$ cat src/fsrb_pkg.sv
// Package for the fault status register bank: offsets, fields, reset values
package fsrb_pkg;

  // ---------------------------------------------------------------
  // Register offsets and frame layout
  // ---------------------------------------------------------------
  localparam logic [5:0] FSRB_OFS_SUMMARY = 6'h00;
  localparam logic [5:0] FSRB_OFS_THERMAL = 6'h01;
  localparam logic [5:0] FSRB_OFS_SUPPLY  = 6'h02;
  localparam logic [5:0] FSRB_OFS_CLEAR   = 6'h04;
  localparam logic [5:0] FSRB_OFS_LAST    = 6'h0c;
  localparam int         FSRB_FRAME_BITS  = 16;
  localparam int         FSRB_CLEAR_BIT   = 0;

  // ---------------------------------------------------------------
  // Reset values
  // ---------------------------------------------------------------
  localparam logic [7:0] FSRB_RST_SUMMARY = 8'h00;
  localparam logic [7:0] FSRB_RST_THERMAL = 8'h00;
  localparam logic [7:0] FSRB_RST_SUPPLY  = 8'h00;

  // ---------------------------------------------------------------
  // Summary field positions
  // ---------------------------------------------------------------
  localparam int FSRB_SUM_STALL   = 7;
  localparam int FSRB_SUM_STEPDN  = 6;
  localparam int FSRB_SUM_SERIAL  = 5;
  localparam int FSRB_SUM_OVERCUR = 4;
  localparam int FSRB_SUM_NOPOR   = 3;
  localparam int FSRB_SUM_OVERV   = 2;
  localparam int FSRB_SUM_THERMAL = 1;
  localparam int FSRB_SUM_ANY     = 0;

  // ---------------------------------------------------------------
  // Second detail register field positions
  // ---------------------------------------------------------------
  localparam int FSRB_SUP_RSVD    = 7;
  localparam int FSRB_SUP_OTP     = 6;
  localparam int FSRB_SUP_SDOC    = 5;
  localparam int FSRB_SUP_SDUV    = 4;
  localparam int FSRB_SUP_CPUV    = 3;
  localparam int FSRB_SUP_PARITY  = 2;
  localparam int FSRB_SUP_FRAME   = 1;
  localparam int FSRB_SUP_ADDR    = 0;

  // Serial frame receiver states
  typedef enum logic [1:0] {FSRB_IDLE, FSRB_SHIFT, FSRB_DONE} fsrb_state_t;

endpackage

$ cat src/fsrb_sync.sv
// Two flip-flop synchroniser for a bundle of pin levels
`timescale 1ns/100ps
`default_nettype none
module fsrb_sync #(
  parameter int WIDTH = 1
) (
  input  wire logic             clk_sys,  // System clock
  input  wire logic             reset_n,  // Async reset, active low
  input  wire logic [WIDTH-1:0] async_in, // Pin levels
  output logic      [WIDTH-1:0] sync_out  // Synchronised levels
);

  logic [WIDTH-1:0] stage_reg;

  // ---------------------------------------------------------------
  // Two stages, first stage read only by the second
  // ---------------------------------------------------------------
  always_ff @(posedge clk_sys or negedge reset_n)
    if (!reset_n)
    begin
      stage_reg <= '0;
      sync_out  <= '0;
    end
    else
    begin
      stage_reg <= async_in;
      sync_out  <= stage_reg;
    end

endmodule
`default_nettype wire

$ cat src/fsrb_top.sv
// Fault status register bank with its serial secondary port
`timescale 1ns/100ps
`default_nettype none
//
// Contract
// - Unlisted offsets reserved, no defined function
// - Summary at 0h, resets 00h
// - Thermal/switch detail at 1h, resets 00h
// - Supply detail at 2h, bit7 zero
// - Summary bit0: any fault seen
// - Summary bit7: rotor stall
// - Summary bit6: step-down regulator fault
// - Summary bit5: any serial port fault
// - Summary bit4: any switch overcurrent
// - Summary bit3 low on supply reset
// - Summary bit2: supply overvoltage
// - Summary bit1: thermal warning or shutdown
// - Detail1 bit7: thermal warning
// - Detail1 bit6: thermal shutdown
// - Detail1 bits5..0: per-switch overcurrent
// - Detail2 bit6: programmable memory error
// - Detail2 bit5: step-down overcurrent
// - Detail2 bit4: step-down undervoltage
// - Detail2 bit3: charge pump undervoltage
// - Detail2 bit2 parity reads zero
// - Detail2 bit1: framing error
// - Detail2 bit0: bad address
// - Short frame latches framing error
// - Address above 0xC latches error
// - Clear command clears, self-returns to zero
// - Power-up and sleep restore defaults
module fsrb_top
  import fsrb_pkg::*;
(
  input  wire logic       clk_sys,          // System clock, 40 MHz
  input  wire logic       reset_n,          // Async power-up reset
  input  wire logic       sleep_n,          // Sleep pin, low sleeps
  input  wire logic       chip_select_n,    // Serial select pin
  input  wire logic       serial_clk,       // Serial clock pin
  input  wire logic       serial_in,        // Serial data in pin
  output logic            serial_out,       // Serial data out
  output logic            serial_out_en,    // Data out drive enable
  input  wire logic       rotor_stall_flag, // Stall detector
  input  wire logic       step_down_overcurrent,   // Regulator OC
  input  wire logic       step_down_undervoltage,  // Regulator UV
  input  wire logic       supply_power_reset,      // Supply reset seen
  input  wire logic       supply_overvoltage,      // Supply OV
  input  wire logic       thermal_warning,         // Warning level
  input  wire logic       thermal_shutdown,        // Shutdown level
  input  wire logic [5:0] switch_overcurrent,      // C-hi..A-lo
  input  wire logic       charge_pump_undervoltage, // Pump UV
  input  wire logic       otp_error,        // Memory error
  output logic [7:0]      fault_summary,    // Register 0h
  output logic [7:0]      thermal_and_switch_overcurrent, // 1h
  output logic [7:0]      supply_and_serial_errors,       // 2h
  output logic            fault_clear_command             // Clear pulse
);

  // ---------------------------------------------------------------
  // Pin synchronisation
  // ---------------------------------------------------------------
  localparam int NPIN = 4;
  localparam int NDET = 15;
  logic [NPIN-1:0] pin_sync;
  logic [NDET-1:0] det_sync;
  logic            sleep_s, cs_n_s, sclk_s, sdi_s;

  fsrb_sync #(.WIDTH(NPIN)) u_pin_sync (
    .clk_sys  (clk_sys),
    .reset_n  (reset_n),
    .async_in ({~sleep_n, ~chip_select_n, serial_clk, serial_in}),
    .sync_out (pin_sync)
  );

  fsrb_sync #(.WIDTH(NDET)) u_det_sync (
    .clk_sys  (clk_sys),
    .reset_n  (reset_n),
    .async_in ({rotor_stall_flag, step_down_overcurrent,
                step_down_undervoltage, supply_power_reset,
                supply_overvoltage, thermal_warning, thermal_shutdown,
                switch_overcurrent, charge_pump_undervoltage,
                otp_error}),
    .sync_out (det_sync)
  );

  // Select and sleep travel inverted so the stages reset to idle levels
  assign {sleep_s, cs_n_s, sclk_s, sdi_s} = pin_sync ^ 4'hc;

  // Detector fields after synchronisation
  logic       det_stall, det_sdoc, det_sduv, det_por, det_ov;
  logic       det_otw, det_ots, det_cpuv, det_otp;
  logic [5:0] det_sw;
  assign {det_stall, det_sdoc, det_sduv, det_por, det_ov, det_otw,
          det_ots, det_sw, det_cpuv, det_otp} = det_sync;

  // ---------------------------------------------------------------
  // Serial clock and select edges
  // ---------------------------------------------------------------
  logic sclk_d_reg, cs_n_d_reg;
  logic sclk_fall, sclk_rise, cs_fall, cs_rise;

  always_ff @(posedge clk_sys or negedge reset_n)
    if (!reset_n)
    begin
      sclk_d_reg <= 1'b0;
      cs_n_d_reg <= 1'b1;
    end
    else
    begin
      sclk_d_reg <= sclk_s;
      cs_n_d_reg <= cs_n_s;
    end

  // Edge strobes on synchronised levels
  assign sclk_fall = sclk_d_reg & ~sclk_s & ~cs_n_s;
  assign sclk_rise = ~sclk_d_reg & sclk_s & ~cs_n_s;
  assign cs_fall   = cs_n_d_reg & ~cs_n_s;
  assign cs_rise   = ~cs_n_d_reg & cs_n_s;

  // ---------------------------------------------------------------
  // Frame receiver
  // ---------------------------------------------------------------
  fsrb_state_t state_reg;
  logic [4:0]  bit_cnt_reg;
  logic [15:0] rx_reg;
  logic [15:0] tx_reg;
  logic        frame_ok, frame_short;
  logic        cmd_read;
  logic [5:0]  cmd_addr;
  logic [7:0]  cmd_data;
  logic [7:0]  rd_data;

  // Frame complete only with exactly sixteen clocks
  assign frame_ok    = cs_rise && (bit_cnt_reg == 5'(FSRB_FRAME_BITS))
                       && (state_reg == FSRB_SHIFT);
  assign frame_short = cs_rise && (bit_cnt_reg != 5'(FSRB_FRAME_BITS))
                       && (state_reg != FSRB_IDLE);
  assign cmd_read    = rx_reg[15];
  assign cmd_addr    = rx_reg[14:9];
  assign cmd_data    = rx_reg[7:0];

  // Receiver state and bit counter
  always_ff @(posedge clk_sys or negedge reset_n)
    if (!reset_n)
    begin
      state_reg   <= FSRB_IDLE;
      bit_cnt_reg <= '0;
    end
    else if (!sleep_s)
    begin
      state_reg   <= FSRB_IDLE;
      bit_cnt_reg <= '0;
    end
    else
    begin
      case (state_reg)
        FSRB_IDLE:
          if (cs_fall)
          begin
            state_reg   <= FSRB_SHIFT;
            bit_cnt_reg <= '0;
          end
        FSRB_SHIFT:
          if (cs_rise)
            state_reg <= FSRB_IDLE;
          else if (sclk_fall)
          begin
            if (bit_cnt_reg == 5'(FSRB_FRAME_BITS))
              state_reg <= FSRB_DONE;
            else
              bit_cnt_reg <= bit_cnt_reg + 5'd1;
          end
        FSRB_DONE:
          if (cs_rise)
            state_reg <= FSRB_IDLE;
        default:
          state_reg <= FSRB_IDLE;
      endcase
    end

  // Input shift register, data captured on falling clock
  always_ff @(posedge clk_sys or negedge reset_n)
    if (!reset_n)
      rx_reg <= '0;
    else if (sclk_fall && state_reg == FSRB_SHIFT)
      rx_reg <= {rx_reg[14:0], sdi_s};

  // Read mux on address bits after eight clocks, unmapped reads zero
  always_comb
  begin
    case (rx_reg[6:1])
      FSRB_OFS_SUMMARY: rd_data = fault_summary;
      FSRB_OFS_THERMAL: rd_data = thermal_and_switch_overcurrent;
      FSRB_OFS_SUPPLY:  rd_data = supply_and_serial_errors;
      default:          rd_data = 8'h00;
    endcase
  end

  // Output shift: status byte, then addressed register
  always_ff @(posedge clk_sys or negedge reset_n)
    if (!reset_n)
      tx_reg <= '0;
    else if (cs_fall)
      tx_reg <= {fault_summary, 8'h00};
    else if (state_reg == FSRB_SHIFT && sclk_fall
             && bit_cnt_reg == 5'd7)
      tx_reg <= {tx_reg[15:8], 8'h00};
    else if (state_reg == FSRB_SHIFT && sclk_fall
             && bit_cnt_reg == 5'd6)
      tx_reg <= tx_reg;
    else if (sclk_rise && bit_cnt_reg == 5'd8)
      tx_reg <= {rd_data, 8'h00};
    else if (sclk_rise && bit_cnt_reg != 5'd0)
      tx_reg <= {tx_reg[14:0], 1'b0};

  // Data out drives only while selected
  assign serial_out    = tx_reg[15];
  assign serial_out_en = ~cs_n_s & sleep_s;

  // ---------------------------------------------------------------
  // Clear command and serial error latches
  // ---------------------------------------------------------------
  logic clear_all, frame_err_reg, addr_err_reg, sleep_d_reg;
  logic sleep_pulse;

  // Leaving sleep acts as a reset pulse for latched faults
  always_ff @(posedge clk_sys or negedge reset_n)
    if (!reset_n)
      sleep_d_reg <= 1'b1;
    else
      sleep_d_reg <= sleep_s;

  assign sleep_pulse = ~sleep_d_reg & sleep_s;
  assign clear_all   = fault_clear_command | sleep_pulse | ~sleep_s;

  always_ff @(posedge clk_sys or negedge reset_n)
    if (!reset_n)
      fault_clear_command <= 1'b0;
    else
      fault_clear_command <= frame_ok && !cmd_read
        && cmd_addr == FSRB_OFS_CLEAR && cmd_data[FSRB_CLEAR_BIT];

  always_ff @(posedge clk_sys or negedge reset_n)
    if (!reset_n)
      frame_err_reg <= 1'b0;
    else if (frame_short || (cs_rise && state_reg == FSRB_DONE))
      frame_err_reg <= 1'b1;
    else if (clear_all)
      frame_err_reg <= 1'b0;

  always_ff @(posedge clk_sys or negedge reset_n)
    if (!reset_n)
      addr_err_reg <= 1'b0;
    else if (frame_ok && cmd_addr > FSRB_OFS_LAST)
      addr_err_reg <= 1'b1;
    else if (clear_all)
      addr_err_reg <= 1'b0;

  // ---------------------------------------------------------------
  // Latched detector flags
  // ---------------------------------------------------------------
  localparam int NLAT = 15;
  logic [NLAT-1:0] lat_reg;
  logic [NLAT-1:0] lat_in;
  assign lat_in = {det_stall, det_sdoc, det_sduv, det_por, det_ov,
                   det_otw, det_ots, det_sw, det_cpuv, det_otp};

  genvar gi;
  generate
    for (gi = 0; gi < NLAT; gi++)
    begin : g_lat
      always_ff @(posedge clk_sys or negedge reset_n)
        if (!reset_n)
          lat_reg[gi] <= 1'b0;
        else if (lat_in[gi] && sleep_s)
          lat_reg[gi] <= 1'b1;
        else if (clear_all)
          lat_reg[gi] <= 1'b0;
    end
  endgenerate

  logic l_stall, l_sdoc, l_sduv, l_por, l_ov, l_otw, l_ots, l_cpuv;
  logic l_otp;
  logic [5:0] l_sw;
  assign {l_stall, l_sdoc, l_sduv, l_por, l_ov, l_otw, l_ots, l_sw,
          l_cpuv, l_otp} = lat_reg;

  // ---------------------------------------------------------------
  // Register images
  // ---------------------------------------------------------------
  logic [7:0] sum_next, thm_next, sup_next;

  always_comb
  begin
    thm_next = {l_otw, l_ots, l_sw};
    sup_next = {1'b0, l_otp, l_sdoc, l_sduv, l_cpuv, 1'b0,
                frame_err_reg, addr_err_reg};
    sum_next = '0;
    sum_next[FSRB_SUM_STALL]   = l_stall;
    sum_next[FSRB_SUM_STEPDN]  = l_sdoc | l_sduv;
    sum_next[FSRB_SUM_SERIAL]  = frame_err_reg | addr_err_reg;
    sum_next[FSRB_SUM_OVERCUR] = |l_sw;
    sum_next[FSRB_SUM_NOPOR]   = ~l_por;
    sum_next[FSRB_SUM_OVERV]   = l_ov;
    sum_next[FSRB_SUM_THERMAL] = l_otw | l_ots;
    sum_next[FSRB_SUM_ANY]     = l_stall | l_sdoc | l_sduv | l_ov
                                 | l_otw | l_ots | (|l_sw) | l_cpuv
                                 | l_otp | frame_err_reg | addr_err_reg
                                 | l_por;
  end

  always_ff @(posedge clk_sys or negedge reset_n)
    if (!reset_n)
    begin
      fault_summary                  <= FSRB_RST_SUMMARY;
      thermal_and_switch_overcurrent <= FSRB_RST_THERMAL;
      supply_and_serial_errors       <= FSRB_RST_SUPPLY;
    end
    else if (!sleep_s)
    begin
      fault_summary                  <= FSRB_RST_SUMMARY;
      thermal_and_switch_overcurrent <= FSRB_RST_THERMAL;
      supply_and_serial_errors       <= FSRB_RST_SUPPLY;
    end
    else
    begin
      fault_summary                  <= sum_next;
      thermal_and_switch_overcurrent <= thm_next;
      supply_and_serial_errors       <= sup_next;
    end

  // ---------------------------------------------------------------
  // Checks
  // ---------------------------------------------------------------
  // reserved and parity
  property p_sup_zero;
    @(posedge clk_sys) disable iff (!reset_n)
    supply_and_serial_errors[FSRB_SUP_RSVD] == 1'b0
    && supply_and_serial_errors[FSRB_SUP_PARITY] == 1'b0;
  endproperty
  a_sup_zero: assert property (p_sup_zero)
    else $error("reserved or parity bit set");

  property p_frame;
    @(posedge clk_sys) disable iff (!reset_n)
    (frame_short && sleep_s) |-> ##2 supply_and_serial_errors[1];
  endproperty
  a_frame: assert property (p_frame)
    else $error("short frame not flagged");

  property p_addr;
    @(posedge clk_sys) disable iff (!reset_n)
    (frame_ok && cmd_addr > FSRB_OFS_LAST && sleep_s)
      |-> ##2 supply_and_serial_errors[0];
  endproperty
  a_addr: assert property (p_addr)
    else $error("bad address not flagged");

  property p_clr;
    @(posedge clk_sys) disable iff (!reset_n)
    fault_clear_command |=> !fault_clear_command;
  endproperty
  a_clr: assert property (p_clr)
    else $error("clear command held");

  property p_sleep;
    @(posedge clk_sys) disable iff (!reset_n)
    !sleep_s |=> fault_summary == FSRB_RST_SUMMARY
      && supply_and_serial_errors == FSRB_RST_SUPPLY;
  endproperty
  a_sleep: assert property (p_sleep)
    else $error("sleep did not restore defaults");

  property p_therm;
    @(posedge clk_sys) disable iff (!reset_n)
    $past(sleep_s) |-> fault_summary[FSRB_SUM_THERMAL]
      == $past(l_otw | l_ots);
  endproperty
  a_therm: assert property (p_therm)
    else $error("thermal summary mismatch");

  property p_oc;
    @(posedge clk_sys) disable iff (!reset_n)
    (sleep_s && |thermal_and_switch_overcurrent[5:0])
      |-> fault_summary[FSRB_SUM_OVERCUR];
  endproperty
  a_oc: assert property (p_oc)
    else $error("overcurrent summary missing");

  property p_any;
    @(posedge clk_sys) disable iff (!reset_n)
    (sleep_s && fault_summary[FSRB_SUM_SERIAL])
      |-> fault_summary[FSRB_SUM_ANY];
  endproperty
  a_any: assert property (p_any)
    else $error("fault summary missing");

endmodule
`default_nettype wire

$ cat config.mk
export PLATFORM = sky130hd
export DESIGN_NAME = fsrb_top
export DESIGN_NICKNAME = d
export VERILOG_FILES = /design/src/fsrb_pkg.sv /design/src/fsrb_sync.sv /design/src/fsrb_top.sv
export SDC_FILE = /design/constraint.sdc
export NUM_CORES = 1
export LEC_CHECK = 0
export BUFFER_PORTS_ARGS = -buffer_cell sky130_fd_sc_hd__buf_2
export CAP_MARGIN = 10
export CORE_MARGIN = 8
export CORE_UTILIZATION = 50
export CTS_BUF_LIST = sky130_fd_sc_hd__clkbuf_4 sky130_fd_sc_hd__clkbuf_8 sky130_fd_sc_hd__clkbuf_16
export DETAILED_ROUTE_END_ITERATION = 10
export PLACE_DENSITY = 0.7
export SETUP_SLACK_MARGIN = 0.4
export SLEW_MARGIN = 20
export SYNTH_ARGS = -nofsm -noshare
export SYNTH_HDL_FRONTEND = slang
export SYNTH_SLANG_ARGS = --single-unit
$ cat constraint.sdc
create_clock -name clk_sys -period 6.2 [get_ports clk_sys]
set_input_delay 0.31 -clock clk_sys [delete_from_list [all_inputs] [get_ports clk_sys]]
set_output_delay 0.31 -clock clk_sys [all_outputs]
set_load 0.01 [all_outputs]
## Word level (Yosys, flattened, before mapping)

Cells that the tools add are included.

| word-level totals | value |
|---|---|
| bits in registers | 122 |
| input port bits | 21 |
| logic and storage cells | 189 |

| cells by class | value |
|---|---|
| add/sub/neg operators | 1 |
| $lt $le $gt $ge | 1 |
| eq/ne operators | 21 |
| multiplexer cells | 40 |
| bitwise logic cells | 34 |
| reduce and logical (&&, ||, !) cells | 59 |

Operators with widths:

| operator | number |
|---|---|
| 16-bit 2-to-1 mux | 5 |
| 2-bit nonzero test | 18 |
| 1-bit logical AND | 29 |
| 5-bit 2-to-1 mux | 5 |
| 8-bit case mux with 3 select lines | 1 |
| 1-bit 2-to-1 mux | 18 |
| 3-bit inequality test, second input constant | 6 |
| 8-bit 2-to-1 mux | 2 |
| 1-bit bitwise OR | 16 |
| 2-bit 2-to-1 mux | 6 |
| 5-bit by 3-bit equality test with 1-bit output, second input constant | 2 |
| 5-bit case mux with 2 select lines | 1 |
| 1-bit inverter | 9 |
| 1-bit AND | 8 |
| 4-bit inequality test, second input constant | 2 |
| 7-bit 2-to-1 mux | 1 |
| 6-bit by 1-bit equality test with 1-bit output, second input constant | 1 |
| 6-bit by 2-bit equality test with 1-bit output, second input constant | 1 |
| 6-bit by 3-bit equality test with 1-bit output, second input constant | 1 |
| 6-bit by 4-bit greater-than comparator with 1-bit output, second input constant | 1 |
| 6-bit logical NOT | 1 |
| 2-bit case mux with 3 select lines | 1 |
| 6-bit OR reduction | 1 |
| 5-bit by 1-bit adder with 5-bit output, second input constant | 1 |
| 18 further kinds | 19 |

## Longest topological paths before layout

Gate-level depths: netlist of the first run.

| logic depth | value |
|---|---|
| word-level depth | 12 |
| depth in mapped cells | 7 |
| mapped depth without buffers | 6 |

## Cells and area by module

Synthesis of the first run repeated with hierarchy kept, for this count alone.

| second synthesis, totals | value |
|---|---|
| cells, all modules | 328 |
| area, all modules | 4,172.8 um^2 |

By module, submodules not included:

| module | times used | cells each | area each (um^2) |
|---|---|---|---|
| fsrb_top | 1 | 290 | 3,221.8 |
| fsrb_sync at u_det_sync | 1 | 30 | 750.7 |
| fsrb_sync at u_pin_sync | 1 | 8 | 200.2 |

## Least setup slack after synthesis of the first run

Ideal clock, no wire load.

| timing path | value |
|---|---|
| path kind | reg-to-reg |
| start | register bit_cnt_reg[0] |
| end | register tx_reg[15] |
| library setup time | 0.082 ns |
| arrival | 1.916 ns |
| required time | 6.118 ns |
| setup slack | 4.202 ns |
| stages on the path, launching flop included | 8 |
| buffers on the path | 1 |
| cells stage by stage | dfrtp_1 -> inv_1 -> ha_1 -> nand4bb_4 -> or3_1 -> clkbuf_2 -> or4_1 -> a31oi_1 |

| on the way | value |
|---|---|
| longest elaborated chain between the ends | 6 |
| elaborated cells between the ends (all ways) | 16 |

RTL lines:

| what | RTL line | RTL |
|---|---|---|
| start: declaration | fsrb_top.sv:124 | `logic [4:0] bit_cnt_reg;` |
| start signal: assignment | fsrb_top.sv:171 | `bit_cnt_reg <= bit_cnt_reg + 5'd1;` |
| 5-bit by 4-bit equality test with 1-bit output | fsrb_top.sv:211 | `else if (sclk_rise && bit_cnt_reg == 5'd8)` |
| 1-bit logical AND | fsrb_top.sv:211 |  |
| 16-bit 2-to-1 mux | fsrb_top.sv:211 |  |
| 16-bit 2-to-1 mux | fsrb_top.sv:208 | `else if (state_reg == FSRB_SHIFT && sclk_fall` |
| 16-bit 2-to-1 mux | fsrb_top.sv:205 | `else if (state_reg == FSRB_SHIFT && sclk_fall` |
| 16-bit 2-to-1 mux | fsrb_top.sv:203 | `else if (cs_fall)` |
| end signal: assignment | fsrb_top.sv:204 | `tx_reg <= {fault_summary, 8'h00};` |
| end signal: assignment | fsrb_top.sv:207 | `tx_reg <= {tx_reg[15:8], 8'h00};` |
| end signal: assignment | fsrb_top.sv:212 | `tx_reg <= {rd_data, 8'h00};` |
| end: declaration | fsrb_top.sv:126 | `logic [15:0] tx_reg;` |

Several ways; a longest one is shown, not always the timed one. The select of a mux whose other input is x is not followed.
A chain may end at the register's enable or synchronous reset.

## Worst setup path after layout of the first run

Ends and elaborated chain as after synthesis.

==> flow_metrics.py, run 1 <==
metrics = {
    "final_layout": {
        "n_antenna_cell": 0,
        "largest_register_ff_count": 16,
        "nFillCells": 660,
        "final_layout_size_suffix_gt1_share_pct": 22.9,
        "final_net_count": 402,
        "syn2layout_area_growth_pct": 12.8,
    },
    "clocking": {
        "clock_tree.htree_level_count": 3,
        "cts-buffers-inserted": 9,
        "clock_insertion_delay_worst_skew_ns": 0.38,
        "tritoncts": "built",
        "clk_root_buffer_cell": "sky130_fd_sc_hd__clkbuf_8",
        "cts_max_path_buffers": 2,
        "cts_setup_buffers": 0,
        "path_clk_slew_ns": 0.11,
        "numClockSinks": 112,
    },
    "floorplanning": {
        "die_x_um": 107,
        "start_util_pct": 51.3,
        "io_pins": 48,
        "floorplan_row_count": 33,
        "die-area_sq_um": 11500,
        "core_outline_area_sq_um": 8130,
        "chipHeight_um": 107,
    },
    "sta": {
        "setup_tns_ns": 0,
        "final_max_slew_viol_count": 0,
        "slew_worst_pin_ns": 0.988,
        "maxSlewHeadroom_pct": 34.0,
        "timing.final.crit_share_pct": 34.8,
        "report.final.hold_viol_count": 0,
        "fmaxAchievable_ghz": 0.463,
        "unrepaired_setup_endpoints_after_global_routing": "false",
        "final_setup_violating_endpoints": 0,
        "fin_crit_ns": 2.16,
        "final.setup_skew_ns": 0.0194,
    },
    "grt": {
        "grt_max_degree": 69,
        "vias_in_the_first_global_route": 2705,
        "gr-total-overflow": 0,
        "grt_first_pass_wirelength_um": 13400,
        "grt_usage_pct": 14.5,
        "antenna_violations_before_repair": 0,
    },
    "route": {
        "detail_route.wl_per_cell_um": 15.9,
        "postRouteWirelength_um": 7770,
        "ant_nets": 0,
        "num_vias": 2587,
        "vias_per_cell": 5.29,
        "first_iter_violations": 113,
        "drc_errors": 0,
        "drt_first_pass_iters": 4,
    },
    "power_and_ir_drop": {
        "powerDensity_nw_per_um2": 279,
        "total_power_w": 0.00131,
        "leakage_nw": 2.26,
        "max-vdd-ir-drop_mv": 0.147,
    },
    "yosys": {
        "synth_enable_flop_cells": 0,
        "synth-main-ff-cell": "sky130_fd_sc_hd__dfrtp_1",
        "syn-cell-area_sq_um": 4170,
        "synthesis.instances": 334,
        "synth.most_common_cell": "sky130_fd_sc_hd__dfrtp_1",
        "postSynthRegisterBits": 112,
        "leading_cell_types_by_count_after_synthesis": "110 x sky130_fd_sc_hd__dfrtp_1, 34 x sky130_fd_sc_hd__nor2_1, 20 x sky130_fd_sc_hd__a21oi_1, 17 x sky130_fd_sc_hd__nand2_1, 17 x sky130_fd_sc_hd__nor2b_1",
        "async_reset_ff_share_pct": 100,
        "synthesis.yosys.warnings": 0,
        "synth.distinct_cells": 44,
        "yosys-top-cells-area": "sky130_fd_sc_hd__dfrtp_1 66%, sky130_fd_sc_hd__mux2_2 4.3%, sky130_fd_sc_hd__nor2_1 3.1%",
        "yosysTopAreaCellShare_pct": 66.0,
        "avgSynthCellArea_sq_um": 12.5,
        "synth_sequential_area_ratio_pct": 67.2,
        "netlist.top_cell.by_area": "sky130_fd_sc_hd__dfrtp_1",
    },
    "setup_path": {
        "path_depth_of_the_worst_reg2reg_path": 6,
        "worst-r2r-setup-slack_ns": 4.04,
        "cp_data_arrival_time_ns": 2.45,
        "worstSetupEndpoint": "tx_reg[15]",
        "crit_path_max_fanout": 6,
        "crit-reg2reg-capture": "tx_reg[15]",
        "timing.critical_path.required_ns": 6.49,
        "cp-start-kind": "register",
        "criticalPathCategory": "reg -> reg",
        "cp-end-kind": "register",
        "critical_path.startpoint": "bit_cnt_reg[0]",
        "worst_r2r_startpoint": "bit_cnt_reg[0]",
    },
    "min_path": {
        "holdCritPathClass": "in -> reg",
    },
    "place": {
        "placement.io_buffers": 45,
        "dp_hpwl_um": 5420,
        "gp_congestion": 0.891,
    },
    "run_status": {
        "run_status": "finished clean",
    },
    "job": {
        "drv.max_cap_violation_count": 0,
    },
}
-- worst min-delay path by stage --
stage | from | end | depth (start not counted)
after floorplan | reset_n | addr_err_reg | 0
after global placement | reset_n | u_det_sync.stage_reg[4] | 1
after detailed placement | reset_n | u_det_sync.sync_out[4] | 1
after CTS | charge_pump_undervoltage | u_det_sync.stage_reg[1] | 1
after global routing | switch_overcurrent[2] | u_det_sync.stage_reg[4] | 1
final | switch_overcurrent[2] | u_det_sync.stage_reg[4] | 1
-- final cells by class --
| class | count | area (sq um) | area share (%) |
|---|---|---|---|
| clock inverter | 7 | 85.1 | 1.81 |
| tap | 105 | 131 | 2.79 |
| timing repair buffer | 49 | 260 | 5.53 |
| sequential | 112 | 2810 | 59.6 |
| multi-input combinational | 199 | 1270 | 27.0 |
| clock buffer | 9 | 124 | 2.63 |
| inverter | 8 | 30.0 | 0.638 |
-- critical path, stage by stage (launching register included) --
cell and delay, ns:
sky130_fd_sc_hd__dfrtp_1 0.42, sky130_fd_sc_hd__inv_1 0.12, sky130_fd_sc_hd__ha_1 0.27, sky130_fd_sc_hd__nand4bb_4 0.14, sky130_fd_sc_hd__or3_1 0.44, sky130_fd_sc_hd__or4_1 0.53
sky130_fd_sc_hd__a31oi_1 0.16
-- cells in the final DEF (no fill, tap or decap), types with 8 or more instances in the layout --
master and count:
sky130_fd_sc_hd__nor2b_1 17, sky130_fd_sc_hd__a21oi_1 20, sky130_fd_sc_hd__inv_1 8, sky130_fd_sc_hd__nor2_1 34, sky130_fd_sc_hd__clkbuf_8 9, sky130_fd_sc_hd__mux2i_1 8
sky130_fd_sc_hd__nand2_1 17, sky130_fd_sc_hd__a31oi_1 9, sky130_fd_sc_hd__and2_1 8, sky130_fd_sc_hd__dfrtp_1 110, sky130_fd_sc_hd__mux2_2 16, sky130_fd_sc_hd__o22ai_1 8
sky130_fd_sc_hd__buf_2 44, sky130_fd_sc_hd__nand2b_1 11
-- through the flow --
stage               worst slack (ns)  hold slack [ns]  cells  area [sq um]  util, %
finish                          4.04           0.0333    489          4710     57.9
CTS                             4.05           0.0185    489          4710     57.9
floorplan                       4.20           0.0144    335          4180        -
global route                    3.94           0.0130    489          4710     57.9
detailed placement              4.08            0.333    472          4490     55.2
global placement                4.14            0.329    472          4490     55.2
-- report_power, final --
group	internal, W	switching (W)
sequential	0.000767	0.0000279
clock	0.000161	0.000267
combinational	0.0000383	0.0000527
total	0.000967	0.000348
-- cell families after synthesis --
family / count (synthesis) / synth area share, %
simple gates: 119 / 15.9
flops: 112 / 67.2
compound gates: 52 / 7.56
buf+inv: 24 / 2.43
mux: 24 / 6.24
fa+ha+maj: 2 / 0.600
other cells: 1 / 0.0899
-- metal layers --
| metal | wire length (um) | global-route usage (%) | part of all wire [%] | vias up |
|---|---|---|---|---|
| met5 | 0 | 0 | 0 | - |
| li1 | - | - | - | 1238 |
| met4 | 171 | 7.14 | 2.2 | 0 |
| met3 | 371 | 3.47 | 4.8 | 15 |
| met2 | 3460 | 20.9 | 44 | 62 |
| met1 | 3770 | 20.1 | 49 | 1272 |
-- timing repair --
action | 4_1_cts | 5_1_grt
resized for setup | 0 | 0
endpoints found under the hold margin | 44 | 0
hold buffers | 1 | 0
Note: power is estimated with default switching activity, not from simulation.
==> run 2, diff against run 1 <==
--- a/config.mk
+++ b/config.mk
@@ -11,7 +11,7 @@
 export CORE_UTILIZATION = 50
 export CTS_BUF_LIST = sky130_fd_sc_hd__clkbuf_4 sky130_fd_sc_hd__clkbuf_8 sky130_fd_sc_hd__clkbuf_16
 export DETAILED_ROUTE_END_ITERATION = 10
-export PLACE_DENSITY = 0.7
+export PLACE_DENSITY = 0.73
 export SETUP_SLACK_MARGIN = 0.4
 export SLEW_MARGIN = 20
 export SYNTH_ARGS = -nofsm -noshare
==> constraint.sdc (replaced) <==
create_clock -name clk_sys -period 1.9 [get_ports clk_sys]
set_input_delay 0.095 -clock clk_sys [delete_from_list [all_inputs] [get_ports clk_sys]]
set_output_delay 0.095 -clock clk_sys [all_outputs]
set_load 0.01 [all_outputs]
==> flow_metrics.py, run 2 (synthesis gave the netlist of run 1 again) <==
metrics = {
    "sta": {
        "unrepaired_setup_endpoints_after_global_routing": "true",
        "final.setup_skew_ns": 0.00501,
        "layout_setup_ws_ns": 0.116,
        "final_setup_violating_endpoints": 0,
        "report.final.hold_viol_count": 0,
        "final_max_slew_viol_count": 0,
        "timing.final.crit_share_pct": 93.9,
        "slew_worst_pin_ns": 0.567,
        "fin_crit_ns": 1.78,
        "fmaxAchievable_ghz": 0.561,
        "timing.hold.ws_ns": 0.199,
        "maxSlewHeadroom_pct": 61.7,
    },
    "final_layout": {
        "syn2layout_area_growth_pct": 24.6,
        "final_net_count": 446,
        "final_layout_size_suffix_gt1_share_pct": 31.6,
        "area_of_all_placed_cells_without_fillers_sq_um": 5200,
        "n_antenna_cell": 0,
        "nFillCells": 597,
        "final-seq-area_sq_um": 2810,
        "final_cell_count_no_fill": 532,
        "final_common_cell": "sky130_fd_sc_hd__dfrtp_1",
        "multi_input_area_sq_um": 1370,
        "largest_register_ff_count": 16,
        "most-common-layout-cells": "107 x sky130_fd_sc_hd__dfrtp_1, 44 x sky130_fd_sc_hd__buf_2, 32 x sky130_fd_sc_hd__nor2_1",
    },
    "place": {
        "dp_hpwl_um": 5550,
        "placement.io_buffers": 45,
        "gp_congestion": 0.902,
        "place_area_sq_um": 4620,
        "total_instance_count_after_detailed_placement": 486,
        "dpl_worst_slack_ns": 0.00582,
    },
    "grt": {
        "grt_max_degree": 47,
        "antenna_violations_before_repair": 0,
        "grt_first_pass_wirelength_um": 13400,
        "grt_usage_pct": 14.7,
        "vias_in_the_first_global_route": 2764,
        "gr-total-overflow": 0,
    },
    "route": {
        "drc_errors": 0,
        "num_vias": 2798,
        "detail_route.wl_per_cell_um": 15.0,
        "vias_per_cell": 5.26,
        "postRouteWirelength_um": 8010,
        "ant_nets": 0,
        "first_iter_violations": 138,
        "drt_first_pass_iters": 4,
    },
    "setup_path": {
        "crit_slowest_cell": "sky130_fd_sc_hd__dfrtp_1",
        "cp_data_arrival_time_ns": 2.07,
        "worst-r2r-setup-slack_ns": 0.12,
        "criticalPathCategory": "reg -> reg",
        "cp.buffers_inverters": 1,
        "crit_path_max_fanout": 3,
        "cp_cell_sequence": "inv_2 > ha_4 > nand4bb_4 > or3_4 > or4_1 > a31oi_1",
        "timing.critical_path.required_ns": 2.19,
        "crit_family": "simple AND/OR/NAND/NOR gates",
        "worst_path_largest_cell_delay_ns": 0.41,
        "cp-start-kind": "register",
        "cp-end-kind": "register",
    },
    "power_and_ir_drop": {
        "powerDensity_nw_per_um2": 822,
        "switchingPower_w": 0.00109,
        "internal_dissipation_w": 0.00319,
        "share_seq_of_total_power_pct": 60.6,
        "clk_network_pwr_share_pct": 30.8,
        "power.share.combinational_pct": 8.7,
        "total_power_w": 0.00427,
        "switching_share_pct": 25.4,
        "max-vdd-ir-drop_mv": 0.566,
        "leakage_nw": 2.47,
    },
    "job": {
        "drv.max_cap_violation_count": 0,
    },
    "clocking": {
        "cts-buffers-inserted": 9,
        "cts_max_path_buffers": 2,
        "clock_tree.htree_level_count": 3,
        "clk_root_buffer_cell": "sky130_fd_sc_hd__clkbuf_8",
        "tritoncts": "built",
        "numClockSinks": 112,
        "path_clk_slew_ns": 0.10,
        "clock_insertion_delay_worst_skew_ns": 0.37,
    },
    "min_path": {
        "holdCritPathClass": "in -> async",
    },
    "floorplanning": {
        "floorplan_row_count": 33,
        "die_x_um": 107,
        "io_pins": 48,
        "start_util_pct": 51.3,
        "chipHeight_um": 107,
        "die-area_sq_um": 11500,
        "core_outline_area_sq_um": 8130,
    },
    "run_status": {
        "run_status": "finished clean",
    },
}
## run 2: power by group through the flow
stage	registers [W]	clock network [W]	logic, W
final	0.00259	0.00131	0.000370
after global routing	0.00260	0.00146	0.000415
after CTS	0.00258	0.00136	0.000365
after detailed placement	0.00263	0	0.000325
after global placement	0.00263	0	0.000317
after floorplan	0.00261	0	0.000179
## run 2: through the flow
stage / util, % / TNS, ns
finish: 63.9 / 0
CTS: 62.7 / 0
global route: 63.9 / 0
floorplan: - / -0.00124
global placement: 56.8 / 0
detailed placement: 56.8 / 0
## run 2: area by class of cell
type,instances,area share [%]
inverter,8,0.578
tap,105,2.53
sequential,112,54.0
timing repair buffer,93,12.8
clock buffer,9,2.38
multi-input combinational,199,26.4
clock inverter,6,1.23
## run 2: timing repair
action | CTS | global route
endpoints found under the setup margin | 28 | 35
setup buffers | 6 | 4
gates cloned | 0 | 1
pin swaps | 9 | 6
endpoints found under the hold margin | 50 | 0
gates resized for setup | 14 | 16
hold buffers | 20 | 0
## run 2: layer usage
| metal | vias up | track usage (%) | wire length (um) |
|---|---|---|---|
| li1 | 1328 | - | - |
| met1 | 1367 | 19.4 | 3700 |
| met2 | 87 | 22.0 | 3690 |
| met3 | 16 | 4.85 | 462 |
| met4 | 0 | 5.65 | 152 |
| met5 | - | 0 | 0 |
## run 2: final timing paths
path | start | cells past startpoint | to
max | bit_cnt_reg[0] | 6 | tx_reg[15]
min | reset_n | 2 | u_det_sync.stage_reg[7]
max reg2reg | bit_cnt_reg[0] | 6 | tx_reg[15]
min reg2reg | u_det_sync.stage_reg[1] | 0 | u_det_sync.sync_out[1]
max in group asynchronous | reset_n | 3 | cs_n_d_reg
min in group clk_sys | rotor_stall_flag | 2 | u_det_sync.stage_reg[14]
